$ cat src/common/dbg_defines.svh
// offsets, field positions, reset values and timing counts of the debug halt control unit
`ifndef DBG_DEFINES_SVH
`define DBG_DEFINES_SVH

// apb register byte addresses
`define DBG_ADDR_CTRL      12'h000
`define DBG_ADDR_STATUS    12'h004
`define DBG_ADDR_COUNTER   12'h008
`define DBG_ADDR_EXEC      12'h00c
`define DBG_ADDR_W         12

// control register fields
`define DBG_CTRL_HALT_BIT  0
`define DBG_CTRL_BRK_EN    1
`define DBG_CTRL_LOOP_EN   2
`define DBG_CTRL_MODE_LO   3
`define DBG_CTRL_MODE_HI   4

// status register fields
`define DBG_STAT_HALTED    0
`define DBG_STAT_IDLE      1
`define DBG_STAT_STOP      2
`define DBG_STAT_PIN_ENTRY 3
`define DBG_STAT_REJECT    4

// reset values
`define DBG_CTRL_RESET     5'h00
`define DBG_COUNT_RESET    16'h0000

// break opcode, equal to a fully programmed flash byte
`define DBG_BREAK_OPCODE   8'h00

// edge after reset release at which the debug pin is judged: synchroniser latency plus one
`define DBG_PIN_SETTLE     3'h5

`endif

$ cat src/common/dbg_pkg.sv
// types shared by the debug halt control unit
package dbg_pkg;

   // halt controller states
   typedef enum logic [1:0] {
      ST_RUN  = 2'b00,
      ST_LOOP = 2'b01,
      ST_HALT = 2'b10
   } dbg_state_e;

   // debug counter use
   typedef enum logic [1:0] {
      CNT_OFF   = 2'b00,
      CNT_CYCLE = 2'b01,
      CNT_ZERO  = 2'b10,
      CNT_MATCH = 2'b11
   } cnt_mode_e;

   // software control fields
   typedef struct packed {
      cnt_mode_e mode;
      logic      loop_en;
      logic      brk_en;
      logic      halt;
   } ctrl_s;

   // instruction seen by the core decoder
   typedef struct packed {
      logic        valid;
      logic [7:0]  opcode;
      logic [15:0] pc;
   } core_fetch_s;

   // instruction the debugger hands to the halted core
   typedef struct packed {
      logic       req;
      logic [7:0] opcode;
   } exec_s;

endpackage

$ cat src/core/pin_sync.sv
// three-stage synchroniser for an asynchronous pin, change taken when stages two and three agree
`timescale 1ns/1ps
module pin_sync #(
   parameter logic RESET_LEVEL = 1'b1
) (
   input  wire logic clk_sys_i,
   input  wire logic resetn_i,
   input  wire logic pin_i,
   output logic      level_o
);

   logic [2:0] stage;
   logic [2:0] next_stage;
   logic       next_level;

   // shift the pin in, update the level only on agreement of the later stages
   always_comb
   begin
      next_stage = {stage[1:0], pin_i};
      next_level = (stage[2] == stage[1]) ? stage[2] : level_o;
   end

   // register the stages and the filtered level
   always_ff @(posedge clk_sys_i or negedge resetn_i)
   begin
      if (!resetn_i)
      begin
         stage   <= {3{RESET_LEVEL}};
         level_o <= RESET_LEVEL;
      end
      else
      begin
         stage   <= next_stage;
         level_o <= next_level;
      end
   end

endmodule

$ cat src/core/debug_counter.sv
// multipurpose debug counter: cycle count, break at zero, break on program counter match
`timescale 1ns/1ps
`include "dbg_defines.svh"
module debug_counter #(
   parameter int WIDTH = 16
) (
   input  wire logic              clk_sys_i,
   input  wire logic              resetn_i,
   input  wire dbg_pkg::cnt_mode_e mode_i,
   input  wire logic              run_i,
   input  wire logic              load_i,
   input  wire logic [WIDTH-1:0]  load_val_i,
   input  wire logic              pc_valid_i,
   input  wire logic [WIDTH-1:0]  pc_i,
   output logic [WIDTH-1:0]       count_o,
   output logic                   hit_o
);
   import dbg_pkg::*;

   logic [WIDTH-1:0] next_count;
   logic             next_hit;

   // counts only while the core runs, so it freezes on debug entry
   always_comb
   begin
      next_count = count_o;
      next_hit   = 1'b0;
      if (load_i)
         next_count = load_val_i;
      else if (run_i)
      begin
         case (mode_i)
            CNT_CYCLE: next_count = count_o + WIDTH'(1);     // cycles between breaks
            CNT_ZERO:
            begin
               if (count_o != '0)
                  next_count = count_o - WIDTH'(1);
               next_hit = (count_o == {{(WIDTH-1){1'b0}}, 1'b1}); // reaching zero
            end
            CNT_MATCH: next_hit = pc_valid_i && (pc_i == count_o); // address match
            default:   next_count = count_o;
         endcase
      end
   end

   // register count and hit pulse
   always_ff @(posedge clk_sys_i or negedge resetn_i)
   begin
      if (!resetn_i)
      begin
         count_o <= `DBG_COUNT_RESET;
         hit_o   <= 1'b0;
      end
      else
      begin
         count_o <= next_count;
         hit_o   <= next_hit;
      end
   end

endmodule

$ cat src/core/debug_halt_ctrl.sv
// on-chip debug unit halt control with apb register access
//
// Functional notes
// halted core stops fetching, runs debugger instructions only
// system clock keeps running unless stopped
// peripherals keep running unless stopped
// debug entry ends halt low-power state
// watchdog refreshed continuously while halted
// writing halt bit one enters debug mode
// enabled break instruction enters debug mode
// counter match with program counter enters debug
// counter decrementing to zero enters debug
// low debug pin at reset release halts
// clearing halt bit or power-on reset exits
// disabled breaks run as no operation
// enabled break halts or loops serving interrupts
// idle flag shows break looping
// host clears loop bit to stop looping
// loop end on returning break sets halt
// most commands rejected while looping
// break opcode is 00h
// sixteen-bit counter with three uses
// counter runs outside debug mode only
// halt bit reads back debug mode state
//
// Design decisions made here: the APB register port and the address map.
`timescale 1ns/1ps
`include "dbg_defines.svh"
module debug_halt_ctrl #(
   parameter int CNT_WIDTH = 16
) (
   input  wire logic                   clk_sys_i,
   input  wire logic                   resetn_i,
   // apb slave
   input  wire logic                   psel_i,
   input  wire logic                   penable_i,
   input  wire logic                   pwrite_i,
   input  wire logic [11:0]            paddr_i,
   input  wire logic [31:0]            pwdata_i,
   output logic [31:0]                 prdata_o,
   output logic                        pready_o,
   output logic                        pslverr_o,
   // debug entry pin, asynchronous
   input  wire logic                   debug_entry_pin_i,
   // core side
   input  wire dbg_pkg::core_fetch_s   fetch_i,
   input  wire logic                   stop_mode_i,
   input  wire logic                   halt_mode_i,
   input  wire logic                   wdt_enable_i,
   output logic                        fetch_stop_o,
   output dbg_pkg::exec_s              exec_o,
   output logic                        break_nop_o,
   output logic                        break_loop_o,
   output logic                        halt_exit_o,
   output logic                        clk_run_o,
   output logic                        periph_run_o,
   output logic                        periph_debug_o,
   output logic                        wdt_refresh_o
);
   import dbg_pkg::*;

   // state and control registers
   dbg_state_e          state;
   dbg_state_e          next_state;
   ctrl_s               ctrl;
   ctrl_s               next_ctrl;
   logic [15:0]         loop_pc;
   logic [15:0]         next_loop_pc;
   logic [2:0]          settle;
   logic [2:0]          next_settle;
   logic                pin_entry;
   logic                next_pin_entry;
   logic                reject;
   logic                next_reject;

   // apb answer registers
   logic [31:0]         next_prdata;
   logic                next_pready;
   logic                next_pslverr;

   // outward registered signals
   logic                next_fetch_stop;
   exec_s               next_exec;
   logic                next_break_nop;
   logic                next_break_loop;
   logic                next_halt_exit;
   logic                next_clk_run;
   logic                next_periph_run;
   logic                next_periph_debug;
   logic                next_wdt_refresh;

   // helpers
   logic                pin_level;
   logic                wr_fire;
   logic                setup;
   logic                addr_ok;
   logic                is_break;
   logic                cnt_hit;
   logic [CNT_WIDTH-1:0] cnt_value;
   logic                cnt_load;
   logic                cnt_run;
   logic                halted;
   logic                enter;
   logic                host_exit;

   // debug pin through the three-stage synchroniser, idle high
   pin_sync #(
      .RESET_LEVEL (1'b1)
   ) u_pin_sync (
      .clk_sys_i  (clk_sys_i),
      .resetn_i   (resetn_i),
      .pin_i      (debug_entry_pin_i),
      .level_o    (pin_level)
   );

   // counter steps only while not halted
   debug_counter #(
      .WIDTH (CNT_WIDTH)
   ) u_counter (
      .clk_sys_i  (clk_sys_i),
      .resetn_i   (resetn_i),
      .mode_i     (ctrl.mode),
      .run_i      (cnt_run),
      .load_i     (cnt_load),
      .load_val_i (pwdata_i[CNT_WIDTH-1:0]),
      .pc_valid_i (fetch_i.valid),
      .pc_i       (fetch_i.pc[CNT_WIDTH-1:0]),
      .count_o    (cnt_value),
      .hit_o      (cnt_hit)
   );

   // bus decode and core break detection
   assign halted   = (state == ST_HALT);
   assign setup    = psel_i && !penable_i;
   assign wr_fire  = psel_i && penable_i && pready_o && pwrite_i && !pslverr_o;
   assign addr_ok  = (paddr_i == `DBG_ADDR_CTRL) || (paddr_i == `DBG_ADDR_STATUS) ||
                     (paddr_i == `DBG_ADDR_COUNTER) || (paddr_i == `DBG_ADDR_EXEC);
   assign is_break = fetch_i.valid && (fetch_i.opcode == `DBG_BREAK_OPCODE);
   assign cnt_run  = (state != ST_HALT);
   // counter writes are a debugger command, taken only when halted
   assign cnt_load = wr_fire && (paddr_i == `DBG_ADDR_COUNTER) && halted;

   // host halt-bit writes: one enters, zero exits
   assign host_exit = wr_fire && (paddr_i == `DBG_ADDR_CTRL) && !pwdata_i[`DBG_CTRL_HALT_BIT];
   assign enter     = wr_fire && (paddr_i == `DBG_ADDR_CTRL) && pwdata_i[`DBG_CTRL_HALT_BIT];

   // reset-release pin check: wait for the synchroniser, then judge the pin once
   always_comb
   begin
      next_settle    = settle;
      next_pin_entry = pin_entry;
      if (settle != `DBG_PIN_SETTLE)
      begin
         next_settle = settle + 3'h1;
         if ((settle + 3'h1) == `DBG_PIN_SETTLE)
            next_pin_entry = !pin_level;
      end
   end

   always_ff @(posedge clk_sys_i or negedge resetn_i)
   begin
      if (!resetn_i)
      begin
         settle    <= 3'h0;
         pin_entry <= 1'b0;
      end
      else
      begin
         settle    <= next_settle;
         pin_entry <= next_pin_entry;
      end
   end

   // halt state machine and control register
   always_comb
   begin
      next_state   = state;
      next_ctrl    = ctrl;
      next_loop_pc = loop_pc;
      next_reject  = reject;

      // software control fields
      if (wr_fire && (paddr_i == `DBG_ADDR_CTRL))
      begin
         next_ctrl.brk_en  = pwdata_i[`DBG_CTRL_BRK_EN];
         next_ctrl.loop_en = pwdata_i[`DBG_CTRL_LOOP_EN];
         next_ctrl.mode    = cnt_mode_e'(pwdata_i[`DBG_CTRL_MODE_HI:`DBG_CTRL_MODE_LO]);
      end

      // command acceptance record: rejected while not halted
      if (wr_fire && ((paddr_i == `DBG_ADDR_EXEC) || (paddr_i == `DBG_ADDR_COUNTER)))
         next_reject = !halted;

      case (state)
         ST_RUN:
         begin
            if (enter || cnt_hit || ((settle + 3'h1) == `DBG_PIN_SETTLE && settle != `DBG_PIN_SETTLE
                                     && !pin_level))
               next_state = ST_HALT;
            else if (is_break && next_ctrl.brk_en)                               // disabled break is ignored
            begin
               if (next_ctrl.loop_en)
               begin
                  next_state   = ST_LOOP;                                          // loop, interrupts served
                  next_loop_pc = fetch_i.pc;
               end
               else
                  next_state = ST_HALT;
            end
         end
         ST_LOOP:
         begin
            if (enter || cnt_hit)
               next_state = ST_HALT;
            else if (!next_ctrl.brk_en)
               next_state = ST_RUN;
            // host drops the loop bit, core comes back to the looping break
            else if (!next_ctrl.loop_en && is_break && (fetch_i.pc == loop_pc))
               next_state = ST_HALT;
         end
         ST_HALT:
         begin
            if (host_exit)
               next_state = ST_RUN;
         end
         default: next_state = ST_RUN;
      endcase

      // halt bit mirrors debug mode, whatever the cause
      next_ctrl.halt = (next_state == ST_HALT);
   end

   always_ff @(posedge clk_sys_i or negedge resetn_i)
   begin
      if (!resetn_i)
      begin
         state   <= ST_RUN;                                                        // power-on reset exits
         ctrl    <= ctrl_s'(`DBG_CTRL_RESET);
         loop_pc <= 16'h0000;
         reject  <= 1'b0;
      end
      else
      begin
         state   <= next_state;
         ctrl    <= next_ctrl;
         loop_pc <= next_loop_pc;
         reject  <= next_reject;
      end
   end

   // apb answer: one wait-free access phase, error on unmapped address
   always_comb
   begin
      next_pready  = setup;
      next_pslverr = setup && !addr_ok;
      next_prdata  = 32'h0000_0000;
      if (setup)
      begin
         case (paddr_i)
            `DBG_ADDR_CTRL:
               next_prdata = {27'h0000000, ctrl.mode, ctrl.loop_en, ctrl.brk_en, halted};
            `DBG_ADDR_STATUS:
            begin
               next_prdata[`DBG_STAT_HALTED]    = halted;
               next_prdata[`DBG_STAT_IDLE]      = (state == ST_LOOP);
               next_prdata[`DBG_STAT_STOP]      = stop_mode_i;
               next_prdata[`DBG_STAT_PIN_ENTRY] = pin_entry;
               next_prdata[`DBG_STAT_REJECT]    = reject;
            end
            `DBG_ADDR_COUNTER:
               next_prdata = {{(32-CNT_WIDTH){1'b0}}, cnt_value};
            default:
               next_prdata = 32'h0000_0000;
         endcase
      end
   end

   always_ff @(posedge clk_sys_i or negedge resetn_i)
   begin
      if (!resetn_i)
      begin
         prdata_o  <= 32'h0000_0000;
         pready_o  <= 1'b0;
         pslverr_o <= 1'b0;
      end
      else
      begin
         prdata_o  <= next_prdata;
         pready_o  <= next_pready;
         pslverr_o <= next_pslverr;
      end
   end

   // core, clock, peripheral and watchdog controls
   always_comb
   begin
      next_fetch_stop   = (next_state == ST_HALT);
      next_exec.req     = wr_fire && (paddr_i == `DBG_ADDR_EXEC) && halted;
      next_exec.opcode  = pwdata_i[7:0];
      next_break_nop    = !next_ctrl.brk_en;
      next_break_loop   = (next_state == ST_LOOP);
      next_halt_exit    = (next_state == ST_HALT) && (state != ST_HALT) && halt_mode_i;
      next_clk_run      = !stop_mode_i;
      next_periph_run   = !stop_mode_i;
      next_periph_debug = (next_state == ST_HALT);
      next_wdt_refresh  = (next_state == ST_HALT) && wdt_enable_i;
   end

   always_ff @(posedge clk_sys_i or negedge resetn_i)
   begin
      if (!resetn_i)
      begin
         fetch_stop_o   <= 1'b0;
         exec_o         <= '0;
         break_nop_o    <= 1'b1;
         break_loop_o   <= 1'b0;
         halt_exit_o    <= 1'b0;
         clk_run_o      <= 1'b1;
         periph_run_o   <= 1'b1;
         periph_debug_o <= 1'b0;
         wdt_refresh_o  <= 1'b0;
      end
      else
      begin
         fetch_stop_o   <= next_fetch_stop;
         exec_o         <= next_exec;
         break_nop_o    <= next_break_nop;
         break_loop_o   <= next_break_loop;
         halt_exit_o    <= next_halt_exit;
         clk_run_o      <= next_clk_run;
         periph_run_o   <= next_periph_run;
         periph_debug_o <= next_periph_debug;
         wdt_refresh_o  <= next_wdt_refresh;
      end
   end

endmodule

$ cat config.mk
export PLATFORM = sky130hd
export DESIGN_NAME = debug_halt_ctrl
export DESIGN_NICKNAME = d
export VERILOG_FILES = /design/src/common/dbg_pkg.sv /design/src/core/pin_sync.sv /design/src/core/debug_counter.sv /design/src/core/debug_halt_ctrl.sv
export VERILOG_INCLUDE_DIRS = /design/src /design/src/common
export SDC_FILE = /design/constraint.sdc
export NUM_CORES = 1
export LEC_CHECK = 0
export BUFFER_PORTS_ARGS = -buffer_cell sky130_fd_sc_hd__buf_2
export CORE_UTILIZATION = 35
export DETAILED_ROUTE_END_ITERATION = 8
export PLACE_DENSITY = 0.67
export SETUP_SLACK_MARGIN = 0.2
export SLEW_MARGIN = 20
export SYNTH_ARGS = -nofsm -noshare
export SYNTH_HDL_FRONTEND = slang
export SYNTH_SLANG_ARGS = --single-unit
$ cat constraint.sdc
create_clock -name clk_sys_i -period 2.1 [get_ports clk_sys_i]
set_input_delay 0.42 -clock clk_sys_i [delete_from_list [all_inputs] [get_ports clk_sys_i]]
set_output_delay 0.42 -clock clk_sys_i [all_outputs]
set_load 0.01 [all_outputs]
==> run_results.csv <==
group,metric,value,unit
cells_and_area,antenna_cells,0,
setup_path,cpMostUsedCell,"sky130_fd_sc_hd__buf_6",
pwr,p_leak,2.678,nW
yosys,synth_cell_types,54,
cells_and_area,final_cell_count_no_fill,708,
cells_and_area,num-nets-final,641,
cts,clkTransAtPathRegs,0.06,ns
floorplanning,num_rows,40,
timing,timing.clock.skew,0.008476,ns
setup_path,timing_worst_setup_path_type,"in2reg",
route,remaining_drc_errors,0,
placement,io_buffers,96,
cts,cts_tree,"yes",
route,vias,3526,
cts,htree_levels,3,
setup_path,cp_cell_sequence,"buf_6 > or4_4 > nor4_4 > buf_4 > nand3_4 > or3_4 > buf_6 > buf_12 > nor2_4 > a21oi_2",
cts,cts-root-to-sink-buffers,2,
placement,hpwl,7803,microns
floorplanning,die_width,112.9,microns
outcome,run_status,"finished, violations left",
setup_path,worst-endpoint-required,2.33,ns
yosys,netlist_instances,422,
outcome,violations_in_the_final_reports,"setup timing",
yosys,ys_seq_area_share,47.27,%
route,drt.antenna.violating_nets,0,
yosys,postSynthRegisterBits,81,
yosys,synth_largest_area_cell,"sky130_fd_sc_hd__dfrtp_1",
placement,place_inst,682,
yosys,synth-async-reset-ratio,100.0,%
timing,unrepaired_setup_endpoints_after_global_routing,"true",
cts,cts_made_buffers,9,
route,route.final.wire_length,11020,microns
grt,maximum_number_of_pins_on_one_net_before_global_route_repair,46,
timing,fmax,0.4373,GHz
cts,clkSinkCount,81,
cts,clk_root_buffer_cell,"sky130_fd_sc_hd__clkbuf_16",
setup_path,cp_slowest_stage_delay,0.54,ns
route,detail_route.wl_per_cell,15.56,microns
cts,cts_hold_buf,0,
floorplanning,floorplan.initialDensity,35.83,%
route,drt-vias-per-instance,4.980,
timing,period_needed,2.287,ns
min_path,hold_class,"in2async",
run,cap_viol_max_count,0,
cells_and_area,layout.filler_cells,1078,
grt,grt_antenna_before_repair,0,
cells_and_area,final_cell_area,0.005774,sq mm
cells_and_area,post_route_cells_drive_above_1_share,41.89,%
setup_path,largest_delay_contributor_family_on_the_critical_path,"simple AND/OR/NAND/NOR gates",
placement,finalWeightedCongestion,0.8499,
placement,dpl_worst_slack,-0.5148,ns
grt,overflow,0,
yosys,number_of_synthesized_flops_with_an_enable_pin,0,
timing,worst_slack,-0.1867,ns
yosys,synth_ff_type,"sky130_fd_sc_hd__dfrtp_1",
yosys,synth_top_area_share,43.60,%
floorplanning,io_pins,129,
setup_path,reg2reg_setup_slack,0.01,ns
placement,post_dp_cell_area,0.005149,sq mm
yosys,syn_avg_cell_area,10.20,sq um
route,first_pass_detailed_route_iteration_total,4,
timing,timing_max_transition_violations_final,0,
timing,hold_viol,0,
yosys,ys_warn_count,0,
timing,timing.final.crit_share,108.9,%
cts,worst_skew_pair_later_pin_latency,0.34,ns
setup_path,worstPathMaxFanout,7,
setup_path,critical_path.slowest_cell,"sky130_fd_sc_hd__or4_4",
pwr,pnr_total_power,0.003202,W
pwr,pwr_density_cell,554.6,mW/mm^2
timing,report.final.setup_viol,36,
setup_path,crit_path_end_kind,"register",
setup_path,critical_path_buf_inv_count,4,
yosys,post_synth_instance_area,0.004304,sq mm
yosys,synth_top_cells_by_area,"sky130_fd_sc_hd__dfrtp_1 44%, sky130_fd_sc_hd__xnor2_1 6.9%, sky130_fd_sc_hd__dfstp_2 3.7%",
grt,grt_usage,18.33,%
grt,grt_first_pass_wirelength,18060,microns
floorplanning,die_area,0.01275,sq mm
floorplanning,core,0.01201,sq mm
cells_and_area,syn2layout_area_growth,34.16,%
setup_path,critical_path.startpoint_type,"input port",
floorplanning,floorplan.die.height,112.9,microns
grt,grt_pass1_vias,3656,
pwr,vdd_ir_drop_max,0.3132,mV
route,initial_drc_count,143,
setup_path,worst_ep_arrival_time,2.51,ns
==> per-layer routing <==
layer	routed length, microns	track usage [%]
met5	0	0
met4	230	9.561
met3	687	3.535
met2	5493	30.33
met1	4604	22.85
==> sequential cells by signal, summed over array words and instances, names as in the netlist <==
register,cells
u_pin_sync.level_o,1
u_counter.hit_o,1
periph_debug_o,1
pslverr_o,1
exec_o,9
break_nop_o,1
ctrl,4
wdt_refresh_o,1
u_counter.count_o,16
periph_run_o,1
u_pin_sync.stage,3
settle,3
loop_pc,16
halt_exit_o,1
pready_o,1
pin_entry,1
prdata_o,16
state,2
break_loop_o,1
reject,1
==> what timing repair did <==
action,4_1_cts,5_1_grt
pin swaps,3,4
gates cloned,3,0
endpoints found under the hold margin,0,0
endpoints found under the setup margin,52,56
buffers inserted,5,2
resized for setup,38,24
==> worst paths after layout <==
path / from / to / depth (start not counted)
max reg2reg: pready_o / loop_pc[10] / 8
max in group asynchronous: resetn_i / periph_run_o / 2
min: resetn_i / settle[0] / 1
max: paddr_i[7] / u_counter.count_o[7] / 10
min reg2reg: u_pin_sync.stage[0] / u_pin_sync.stage[1] / 0
min in group clk_sys_i: debug_entry_pin_i / u_pin_sync.stage[0] / 1
==> through the flow <==
step / hold slack (ns) / TNS (ns) / util (%)
after global routing: 0.08136 / -7.684 / 48.07
final: 0.04135 / -4.678 / 48.07
after CTS: 0.05569 / -4.405 / 47.26
after floorplan: 0.1244 / -9.852 / -
after detailed placement: 0.3479 / -18.38 / 42.86
after global placement: 0.3475 / -16.94 / 42.86
==> cell usage in the layout, fill, tap and decap left out, types with 3 or more instances in the layout <==
cell / netlist / layout
sky130_fd_sc_hd__clkinv_2: 0 / 4
sky130_fd_sc_hd__and2_4: 0 / 6
sky130_fd_sc_hd__xnor2_1: 34 / 34
sky130_fd_sc_hd__buf_2: 0 / 94
sky130_fd_sc_hd__inv_1: 11 / 11
sky130_fd_sc_hd__mux2_2: 11 / 10
sky130_fd_sc_hd__nor2b_1: 5 / 5
sky130_fd_sc_hd__buf_6: 0 / 6
sky130_fd_sc_hd__buf_4: 18 / 40
sky130_fd_sc_hd__dfstp_2: 6 / 6
sky130_fd_sc_hd__buf_16: 0 / 3
sky130_fd_sc_hd__dfrtp_1: 75 / 75
sky130_fd_sc_hd__nor4_1: 8 / 8
sky130_fd_sc_hd__nor3_1: 6 / 4
sky130_fd_sc_hd__nand2b_1: 5 / 5
sky130_fd_sc_hd__xor2_1: 15 / 15
sky130_fd_sc_hd__nand3_1: 14 / 13
sky130_fd_sc_hd__ha_1: 7 / 7
sky130_fd_sc_hd__buf_12: 1 / 4
sky130_fd_sc_hd__mux2_4: 8 / 9
sky130_fd_sc_hd__nand4_1: 11 / 11
sky130_fd_sc_hd__conb_1: 1 / 16
sky130_fd_sc_hd__nand2_1: 32 / 32
sky130_fd_sc_hd__a21oi_2: 0 / 14
sky130_fd_sc_hd__o21ai_0: 7 / 6
sky130_fd_sc_hd__or3_1: 4 / 3
sky130_fd_sc_hd__a21oi_1: 31 / 17
sky130_fd_sc_hd__o22ai_1: 3 / 3
sky130_fd_sc_hd__and2_1: 13 / 7
sky130_fd_sc_hd__nor2_1: 36 / 25
sky130_fd_sc_hd__mux2i_1: 5 / 4
sky130_fd_sc_hd__nor2_4: 0 / 9
sky130_fd_sc_hd__clkbuf_1: 18 / 3
sky130_fd_sc_hd__clkbuf_16: 0 / 9
==> where the power goes <==
part / leakage (nW) / internal (W) / switching (W)
logic: 1.56 / 0.0000921 / 0.000135
registers: 0.986 / 0.00158 / 0.00000680
clock network: 0.130 / 0.000792 / 0.000592
total: 2.68 / 0.00247 / 0.000734
==> kinds of logic after synthesis <==
group           after synthesis  synth area share, %
mux                          24                6.832
simple gates                155                19.51
flops                        81                47.27
other cells                   1              0.08713
compound gates               54                7.762
fa+ha+maj                     8                2.267
xor+xnor                     49                9.971
buf+inv                      50                6.308
==> worst register-to-register path: cells and delay by family, from the launching register on <==
family	cells	cell delay, ns
simple gates	4	0.68
buf+inv	2	0.40
mux	1	0.35
compound gates	1	0.20
flops	1	0.36
==> area by class of cell <==
cell class	instances	area, sq um	area share (%)
multi-input combinational	306	2257	39.09
sequential	81	2034	35.23
timing repair buffer	147	1001	17.33
clock buffer	12	236.5	4.095
tap	147	183.9	3.185
inverter	11	41.29	0.7151
clock inverter	4	20.02	0.3467
==> cell usage after synthesis, drive strengths merged, types with 3 or more instances <==
cell type / instances
dfstp: 6
nor2b: 5
or3: 4
nor4: 9
a21oi: 31
mux2: 19
and3: 4
nor3: 6
ha: 7
xor2: 15
xnor2: 34
o22ai: 3
nand2b: 5
nand2: 32
o21ai: 7
buf: 21
nand3: 15
mux2i: 5
dfrtp: 75
nand4: 11
and2: 13
clkbuf: 18
inv: 11
nor2: 36
nor3b: 3
Power figures use the tool's default switching activity.
